`config.mk`:
```
export PLATFORM = sky130hd
export DESIGN_NAME = scs_top
export DESIGN_NICKNAME = d
export VERILOG_FILES = /design/src/hdl/scs_top.v
export VERILOG_INCLUDE_DIRS = /design/src /design/src/hdl
export SDC_FILE = /design/constraint.sdc
export NUM_CORES = 1
export LEC_CHECK = 0
export BUFFER_PORTS_ARGS = -buffer_cell sky130_fd_sc_hd__buf_4
export CORE_AREA = 2 2 280 282
export DETAILED_ROUTE_END_ITERATION = 8
export DIE_AREA = 0 0 282 284
export GPL_TIMING_DRIVEN = 0
export PLACE_DENSITY = 0.55
export SLEW_MARGIN = 5
export SYNTH_ARGS = -nofsm -noshare
export SYNTH_HDL_FRONTEND = slang
export SYNTH_SLANG_ARGS = --single-unit
```
`constraint.sdc`:
```
create_clock -name CLK -period 16.7 [get_ports CLK]
set_input_delay 0 -clock CLK [delete_from_list [all_inputs] [get_ports CLK]]
set_output_delay 0 -clock CLK [all_outputs]
set_load 0.02 [all_outputs]
```
`src/hdl/scs_regs.vh`:
```
// Purpose: constants for the sensor command port and conversion sequencer
// Assumes: included by scs_top.v only
// Notes:   command codes double as register addresses
`ifndef SCS_REGS_VH
`define SCS_REGS_VH
// ----------------------------------------
// command codes and register indices
// ----------------------------------------
`define SCS_CMD_ID     8'h01
`define SCS_CMD_STAT   8'h02
`define SCS_CMD_IDAT   8'h03
`define SCS_CMD_QDAT   8'h04
`define SCS_CMD_ADCST  8'h05
`define SCS_CMD_QUICK  8'h90
`define SCS_CFG_PAGE   3'h1
`define SCS_RW_BIT     4
`define SCS_IDX_EDIV   4'h0
`define SCS_IDX_CTL    4'ha
`define SCS_IDX_BLANK  4'hb
`define SCS_IDX_PM     4'hc
`define SCS_CFG_N      13
// ----------------------------------------
// reset values and fields
// ----------------------------------------
`define SCS_BLANK_RST  16'h003f
`define SCS_PM_RST     16'h00ff
`define SCS_MODE_OFF   2'h0
`define SCS_MODE_SGL   2'h1
`define SCS_CTL_MODE   1:0
`define SCS_CTL_NSEL   5:4
`define SCS_BLANK_THR  5:0
`define SCS_EDIV_FLD   2:0
`define SCS_DONE_BIT   0
// ----------------------------------------
// transfer lengths in bits
// ----------------------------------------
`define SCS_CMD_BITS   6'd8
`define SCS_WR_BITS    6'd24
`define SCS_MAX_BITS   6'h3f
`endif

```
`src/hdl/scs_top.v`:
```
// Purpose: serial command port, blanked fault flags and I/Q conversion sequencer
// Assumes: SPI pins, sine tick and fault inputs are asynchronous to CLK
// Notes:   sclk is oversampled by CLK; sclk period must be at least 125 ns
// Function
// - each blanked fault has its own up/down counter
// - counters step once per transmitter sine period tick
// - blanked flags stay latched until status is read over the port
// - read code 0x2B returns the blanking count register
// - chip select is active high; transfers only while selected
// - capture on rising sclk, change output on falling sclk
// - sclk may idle low or high; no polarity setting needed
// - data output is released whenever chip select is low
// - all bytes are 8 bits, msb first both ways
// - write is command, high byte, low byte; unused bits zero
// - write echoes command, then returns zeros, and zeros after
// - register read is three bytes: echo, high byte, low byte
// - after the last read data bit, that bit repeats
// - code 0x90 is 40 bits: echo, I word, Q word
// - one paired read returns I and Q from the same sample set
// - after the paired read both data registers become zero
// - single mode settles then accumulates 4, 8 or 16 samples
// - channel select alternates converter between I and Q
// - finished single conversion loads results and sets done bit
// - no new single conversion until paired read or converter reset
// - continuous mode repeats and loads only complete matched pairs
// - control write with mode zero resets accumulators and converter
// - on the config page, command bit 4 set means write; write code is read code plus 0x10
// - 6-bit blanking threshold with reset value 0x003F
`timescale 1ns/1ps
`include "scs_regs.vh"
module scs_top #(
    parameter        SETTLE_CYC = 256,
    parameter [15:0] ID_CODE    = 16'h5a3c  // arbitrary value
) (
    input  wire        CLK,
    input  wire        RST,
    input  wire        SPI_CS,
    input  wire        SPI_SCLK,
    input  wire        SPI_MOSI,
    output reg         SPI_MISO,
    output wire        SPI_MISO_OE,
    input  wire        SINE_TICK,
    input  wire [7:0]  FAULT_BLANKED,
    input  wire [3:0]  FAULT_LIVE,
    input  wire [9:0]  ADC_DATA,
    input  wire        ADC_VALID,
    output reg         CHAN_SEL_MUX,
    output reg         CONV_DONE
);
// ----------------------------------------
// constants and functions
// ----------------------------------------
localparam NB = 8;
localparam S_IDLE = 2'h0;
localparam S_SETL = 2'h1;
localparam S_ACC  = 2'h2;
localparam S_DONE = 2'h3;
localparam [31:0] SET_LAST = SETTLE_CYC - 1;

// samples per channel chosen by the count field
function [4:0] nsamp;
    input [1:0] s;
    begin
        case (s)
            2'h0:    nsamp = 5'd4;
            2'h1:    nsamp = 5'd8;
            default: nsamp = 5'd16;
        endcase
    end
endfunction

// ----------------------------------------
// input synchronisers
// ----------------------------------------
reg [2:0]    sclk_q;
reg [1:0]    cs_q;
reg [1:0]    mosi_q;
reg [2:0]    sine_q;
reg [NB-1:0] fb1;
reg [NB-1:0] fb2;
reg [3:0]    fl1;
reg [3:0]    fl2;

// two flops per pin, third stage only for edge finding
always @(posedge CLK or posedge RST) begin
    if (RST) begin
        sclk_q <= 3'h0;
        cs_q   <= 2'h0;
        mosi_q <= 2'h0;
        sine_q <= 3'h0;
        fb1    <= {NB{1'b0}};
        fb2    <= {NB{1'b0}};
        fl1    <= 4'h0;
        fl2    <= 4'h0;
    end else begin
        sclk_q <= {sclk_q[1:0], SPI_SCLK};
        cs_q   <= {cs_q[0], SPI_CS};
        mosi_q <= {mosi_q[0], SPI_MOSI};
        sine_q <= {sine_q[1:0], SINE_TICK};
        fb1    <= FAULT_BLANKED;
        fb2    <= fb1;
        fl1    <= FAULT_LIVE;
        fl2    <= fl1;
    end
end

wire cs   = cs_q[1];
wire mosi = mosi_q[1];
// edges found from sampled levels, so either idle level works
wire rise = cs & sclk_q[1] & ~sclk_q[2];
wire fall = cs & ~sclk_q[1] & sclk_q[2];
wire tick = sine_q[1] & ~sine_q[2];

// ----------------------------------------
// serial port
// ----------------------------------------
reg  [5:0]  bitcnt;
reg  [7:0]  cmd;
reg  [15:0] rx;
reg  [31:0] sh;
reg         data_ph;
reg  [15:0] cfg [0:`SCS_CFG_N-1];
reg  [NB-1:0] flag;
reg  [13:0] i_data;
reg  [13:0] q_data;
reg         sts_clr;
reg         q_clr;
reg         ctl_wr;
reg  [15:0] rdval;
integer     k;
integer     m;

wire [7:0]  cmdn   = {rx[6:0], mosi};
wire [15:0] wdat   = {rx[14:0], mosi};
wire [3:0]  cidx   = cmdn[3:0];
wire        in_cfg = (cmdn[7:5] == `SCS_CFG_PAGE) && (cidx < `SCS_CFG_N);
wire        is_wr  = in_cfg && cmdn[`SCS_RW_BIT];
wire        w_cfg  = (cmd[7:5] == `SCS_CFG_PAGE) && cmd[`SCS_RW_BIT]
                     && (cmd[3:0] < `SCS_CFG_N);
wire [15:0] stat   = {cfg[`SCS_IDX_EDIV][`SCS_EDIV_FLD], fl2[3], fl2[2],
                      flag[7], fl2[1], flag[6], flag[5], 1'b0,
                      flag[4:1], fl2[0], flag[0]};
wire        quick  = (cmdn == `SCS_CMD_QUICK);

// read value chosen by the command just received
always @* begin
    rdval = 16'h0000;
    if (cmdn == `SCS_CMD_ID)
        rdval = ID_CODE;
    else if (cmdn == `SCS_CMD_STAT)
        rdval = stat;
    else if (cmdn == `SCS_CMD_IDAT)
        rdval = {2'h0, i_data};
    else if (cmdn == `SCS_CMD_QDAT)
        rdval = {2'h0, q_data};
    else if (cmdn == `SCS_CMD_ADCST)
        rdval = {15'h0000, CONV_DONE};
    else if (in_cfg && !cmdn[`SCS_RW_BIT])
        rdval = cfg[cidx];
end

// bit capture, command decode and output shifter
always @(posedge CLK or posedge RST) begin
    if (RST) begin
        bitcnt  <= 6'h00;
        cmd     <= 8'h00;
        rx      <= 16'h0000;
        sh      <= 32'h00000000;
        data_ph <= 1'b0;
        sts_clr <= 1'b0;
        q_clr   <= 1'b0;
    end else begin
        sts_clr <= 1'b0;
        q_clr   <= 1'b0;
        if (!cs) begin
            bitcnt  <= 6'h00;
            data_ph <= 1'b0;
        end else if (rise) begin
            rx <= wdat;
            if (bitcnt != `SCS_MAX_BITS)
                bitcnt <= bitcnt + 6'h01;
            if (bitcnt == `SCS_CMD_BITS - 6'h01) begin
                cmd     <= cmdn;
                data_ph <= 1'b1;
                sts_clr <= (cmdn == `SCS_CMD_STAT);
                q_clr   <= quick;
                if (quick)
                    sh <= {2'h0, i_data, 2'h0, q_data};
                else if (is_wr)
                    sh <= 32'h00000000;
                else
                    sh <= {rdval, {16{rdval[0]}}};
            end
        end else if (fall && data_ph) begin
            sh <= {sh[30:0], sh[0]};
        end
    end
end

// output bit: echo during command byte, then shifter on falling edge
always @(posedge CLK or posedge RST) begin
    if (RST)
        SPI_MISO <= 1'b0;
    else if (!cs)
        SPI_MISO <= 1'b0;
    else if (!data_ph)
        SPI_MISO <= mosi;
    else if (fall)
        SPI_MISO <= sh[31];
end

assign SPI_MISO_OE = cs;

// register writes commit on the last rising edge of the third byte
always @(posedge CLK or posedge RST) begin
    if (RST) begin
        for (k = 0; k < `SCS_CFG_N; k = k + 1)
            cfg[k] <= 16'h0000;
        cfg[`SCS_IDX_BLANK] <= `SCS_BLANK_RST;
        cfg[`SCS_IDX_PM]    <= `SCS_PM_RST;
        ctl_wr <= 1'b0;
    end else begin
        ctl_wr <= 1'b0;
        if (rise && w_cfg && bitcnt == `SCS_WR_BITS - 6'h01) begin
            cfg[cmd[3:0]] <= wdat;
            ctl_wr <= (cmd[3:0] == `SCS_IDX_CTL);
        end
    end
end

// ----------------------------------------
// fault blanking
// ----------------------------------------
reg  [5:0] bcnt [0:NB-1];
wire [5:0] thr = cfg[`SCS_IDX_BLANK][`SCS_BLANK_THR];

// one saturating up/down counter per blanked fault
always @(posedge CLK or posedge RST) begin
    if (RST) begin
        for (m = 0; m < NB; m = m + 1)
            bcnt[m] <= 6'h00;
        flag <= {NB{1'b0}};
    end else begin
        for (m = 0; m < NB; m = m + 1) begin
            if (tick && fb2[m] && bcnt[m] != `SCS_MAX_BITS)
                bcnt[m] <= bcnt[m] + 6'h01;
            else if (tick && !fb2[m] && bcnt[m] != 6'h00)
                bcnt[m] <= bcnt[m] - 6'h01;
            // set wins over the status-read clear
            if (fb2[m] && bcnt[m] >= thr)
                flag[m] <= 1'b1;
            else if (sts_clr)
                flag[m] <= 1'b0;
        end
    end
end

// ----------------------------------------
// conversion sequencer
// ----------------------------------------
reg  [1:0]  st;
reg  [15:0] tmr;
reg  [4:0]  pairs;
reg  [13:0] acc_i;
reg  [13:0] acc_q;
wire [1:0]  mode  = cfg[`SCS_IDX_CTL][`SCS_CTL_MODE];
wire [4:0]  nwant = nsamp(cfg[`SCS_IDX_CTL][`SCS_CTL_NSEL]);
wire [13:0] acc_qn = acc_q + {4'h0, ADC_DATA};
wire        off   = ctl_wr && mode == `SCS_MODE_OFF;

// settle, accumulate interleaved I/Q, hand over matched results
always @(posedge CLK or posedge RST) begin
    if (RST) begin
        st           <= S_IDLE;
        tmr          <= 16'h0000;
        pairs        <= 5'h00;
        acc_i        <= 14'h0000;
        acc_q        <= 14'h0000;
        CHAN_SEL_MUX <= 1'b0;
        CONV_DONE    <= 1'b0;
        i_data       <= 14'h0000;
        q_data       <= 14'h0000;
    end else begin
        if (q_clr) begin
            i_data <= 14'h0000;
            q_data <= 14'h0000;
        end
        if (off || q_clr)
            CONV_DONE <= 1'b0;
        if (off) begin
            st           <= S_IDLE;
            acc_i        <= 14'h0000;
            acc_q        <= 14'h0000;
            pairs        <= 5'h00;
            CHAN_SEL_MUX <= 1'b0;
        end else begin
            case (st)
                S_IDLE: begin
                    tmr <= 16'h0000;
                    if (ctl_wr && !CONV_DONE)
                        st <= S_SETL;
                end
                S_SETL: begin
                    tmr <= tmr + 16'h0001;
                    if ({16'h0000, tmr} >= SET_LAST) begin
                        st           <= S_ACC;
                        pairs        <= 5'h00;
                        acc_i        <= 14'h0000;
                        acc_q        <= 14'h0000;
                        CHAN_SEL_MUX <= 1'b0;
                    end
                end
                S_ACC: begin
                    if (ADC_VALID && !CHAN_SEL_MUX) begin
                        acc_i        <= acc_i + {4'h0, ADC_DATA};
                        CHAN_SEL_MUX <= 1'b1;
                    end else if (ADC_VALID) begin
                        CHAN_SEL_MUX <= 1'b0;
                        if (pairs + 5'h01 == nwant) begin
                            i_data <= acc_i;
                            q_data <= acc_qn;
                            pairs  <= 5'h00;
                            acc_i  <= 14'h0000;
                            acc_q  <= 14'h0000;
                            if (mode == `SCS_MODE_SGL) begin
                                CONV_DONE <= 1'b1;
                                st        <= S_DONE;
                            end
                        end else begin
                            acc_q <= acc_qn;
                            pairs <= pairs + 5'h01;
                        end
                    end
                end
                default: begin
                    if (q_clr)
                        st <= S_IDLE;
                end
            endcase
        end
    end
end
endmodule

```
==> impl_metrics.ini <==
[logic_synthesis]
synth_flop_cell = dfrtp_1
synth_most_common_cell = dfrtp_1
synth-warning-count = 0
synth_top_area_frac = 0.469
synth_nets = 2119
seq_area_frac_synth = 0.485
synth.distinct_cells = 79
postSynthCellCount = 1973
ys_ff_latch = 445
syn_area_um2 = 23000
ys_top_cells_by_count = dfrtp_1 (431), mux2_2 (211), nand2_1 (197)
synth_top_area_cell = dfrtp_1
async_reset_ff_frac = 1.00
synthTopCellsByArea = dfrtp_1 (47%), mux2_2 (10%), ha_1 (5.8%)
synth_edf_count = 0
avgSynthCellArea_um2 = 11.6

[floorplan]
die_h_um = 284
rows = 102
dieArea_um2 = 80100
io_pins = 33
core_area_um2 = 77000
start_util = 0.299
die_x_um = 282

[clock_tree]
numCtsBuffers = 51
clk_transition_reported_paths_ns = 0.07
clk_latency_ns = 0.62
clk_path_buf_depth = 3
post_cts_buffers = 0
cts_tree = built
htree_levels = 2
cts_root_buf = clkbuf_16
cts_num_sinks = 445

[routing]
drc = 0
viasPerCell = 5.17
first_pass_iters = 5
drt_iter0_markers = 1180
ant_nets = 0
routed-via-count = 16380
routedWlPerCell_um = 19.8
wirelength_um = 62800

[global_routing]
grt_pass1_wl_um = 99200
grt_pass1_vias = 16723
busiest_layer = met2
grt_usage = 0.158
grt_util_met1 = 0.218
grt_max_degree = 126
grtUsageMet2 = 0.248
antenna_found_initial = 0
grt.met3_usage = 0.0254
gr-total-overflow = 0

[final_layout]
nets = 2234
fillerInstances = 7531
layout-drive-gt1-share = 0.214
syn2layout_area_growth_pct = 16.0
postLayoutCellArea_um2 = 26600

[worst_hold_path]
worstHoldPathCells = 2
hp-class = in2reg

[timing]
fin_crit_ns = 3.92
worstMarginPinSlew_ns = 1.16
slew_headroom = 0.227
finClkSkew_ns = 0.0411
fin_setup_tns_ns = 0
slew_violations = 0
period_share = 0.235
setup_viol = 0
hold_violations = 0
rsz0062_at_grt = false
max_freq_mhz = 255

[worst_setup_path]
worstPathMaxFanout = 10
crit_type = reg2reg
critPathArrivalTime_ns = 4.41
reg2regPathDepth = 8
cp.required_ns = 17.20
cp-end-kind = register
cp-start-kind = register

[power]
max-vdd-ir-drop_v = 0.0000826
power_density_nw_per_um2 = 132
power.leakage_nw = 12.1

[placement]
place_area_um2 = 24600
gp_congestion = 0.868
hpwlAfterDp_um = 43500
portBuffers = 32

[run_status]
status = finished, final reports clean

[job]
drv_cap = 0
-- cell type report --
class,instances,area (µm²),share of cell area
diodes,1,2.50,0.0000939
plain buffers,104,464,0.0174
clock buffers,79,1520,0.0571
clock inverters,15,244,0.00916
inverters,59,229,0.00859
multi-input cells,1365,11100,0.418
flip-flops and latches,445,11200,0.419
well taps,1040,1300,0.0488
repair buffers,62,593,0.0223
-- critical path, stage by stage, from the launching register on --
cell	delay [ns]
dfrtp_1	0.34
buf_2	0.29
buf_1	0.71
clkbuf_1	0.85
mux4_2	0.43
nand2_1	0.08
a31oi_1	0.60
a221oi_1	0.18
o31ai_1	0.30
-- cells by family after synthesis --
| kind of cell | synth area share |
|---|---|
| AO/OA/AOI/OAI | 0.126 |
| XOR/XNOR | 0.0263 |
| adder cells (fa/ha/maj) | 0.0670 |
| buffers and inverters | 0.0298 |
| flip-flops | 0.485 |
| multiplexers | 0.166 |
| AND/OR/NAND/NOR | 0.0989 |
-- flip-flops by register name, indices dropped and copies added, names as in the netlist, 3 cells and up --
name    cells
fb1         8
acc_i      14
fl1         4
flag        8
rx         15
q_data     14
fl2         4
cmd         8
sh         32
sine_q      3
cfg       208
sclk_q      3
bcnt       48
tmr        16
pairs       5
i_data     14
fb2         8
acc_q      14
bitcnt      6
-- stage by stage --
stage                      util  setup slack (ns)  hold slack [ns]  power [W]  instances
after CTS                 0.346             12.93          0.00299    0.00356       3169
after detailed placement  0.320             12.98            0.111    0.00235       3048
final                     0.346             12.78           0.0465    0.00352       3170
after global routing      0.346             12.83           0.0233    0.00374       3169
after floorplan               -              4.32           0.0314    0.00207       1973
after global placement    0.319            -0.613            0.109    0.00231       3045
-- layout by cell type (no fill, tap or decap), types with 22 or more instances in the layout --
| cell | Yosys | routed |
|---|---|---|
| dfrtp_1 | 431 | 431 |
| mux2_2 | 211 | 211 |
| nand2_1 | 197 | 197 |
| ha_1 | 107 | 107 |
| nor2_1 | 94 | 94 |
| a21oi_1 | 89 | 89 |
| clkbuf_1 | 69 | 84 |
| o21ai_0 | 76 | 76 |
| inv_1 | 58 | 57 |
| a21o_1 | 53 | 53 |
| clkbuf_16 | 0 | 52 |
| xnor2_1 | 50 | 50 |
| mux4_2 | 49 | 49 |
| buf_4 | 8 | 40 |
| a22o_1 | 27 | 27 |
| dlygate4sd3_1 | 0 | 27 |
| nand3_1 | 26 | 26 |
| nand4_1 | 22 | 22 |
| o31ai_1 | 22 | 22 |
-- per-layer routing --
metal  part of all wire  wire length [µm]  vias up
li1                   -                 -     7448
met1               0.45             28500     8398
met2               0.46             28700      403
met3              0.048              3040      131
met4              0.040              2540        0
met5                  0                 0        -
-- power by group --
group / internal, W / switching [W] / total, W / leakage (nW)
clock: 0.000718 / 0.000469 / 0.00119 / 0.869
combinational: 0.000428 / 0.000527 / 0.000955 / 5.46
sequential: 0.00121 / 0.000168 / 0.00138 / 5.81
total: 0.00236 / 0.00116 / 0.00352 / 12.1
-- worst paths after layout --
kind,start,endpoint,slack (ns)
setup / recovery,rx[0],sh[27],12.78
hold / removal,FAULT_BLANKED[2],fb1[2],0.05
setup reg to reg,rx[0],sh[27],12.78
hold reg to reg,sine_q[0],sine_q[1],0.34
max in group asynchronous,RST,sh[4],15.04
min in group asynchronous,RST,fb1[7],0.08
-- repair_timing --
item,4_1_cts,5_1_grt
endpoints found under the setup margin,0,0
gates resized for setup,0,0
endpoints found under the hold margin,126,0
hold buffers,27,0
Note: power is estimated with default switching activity, not from simulation.
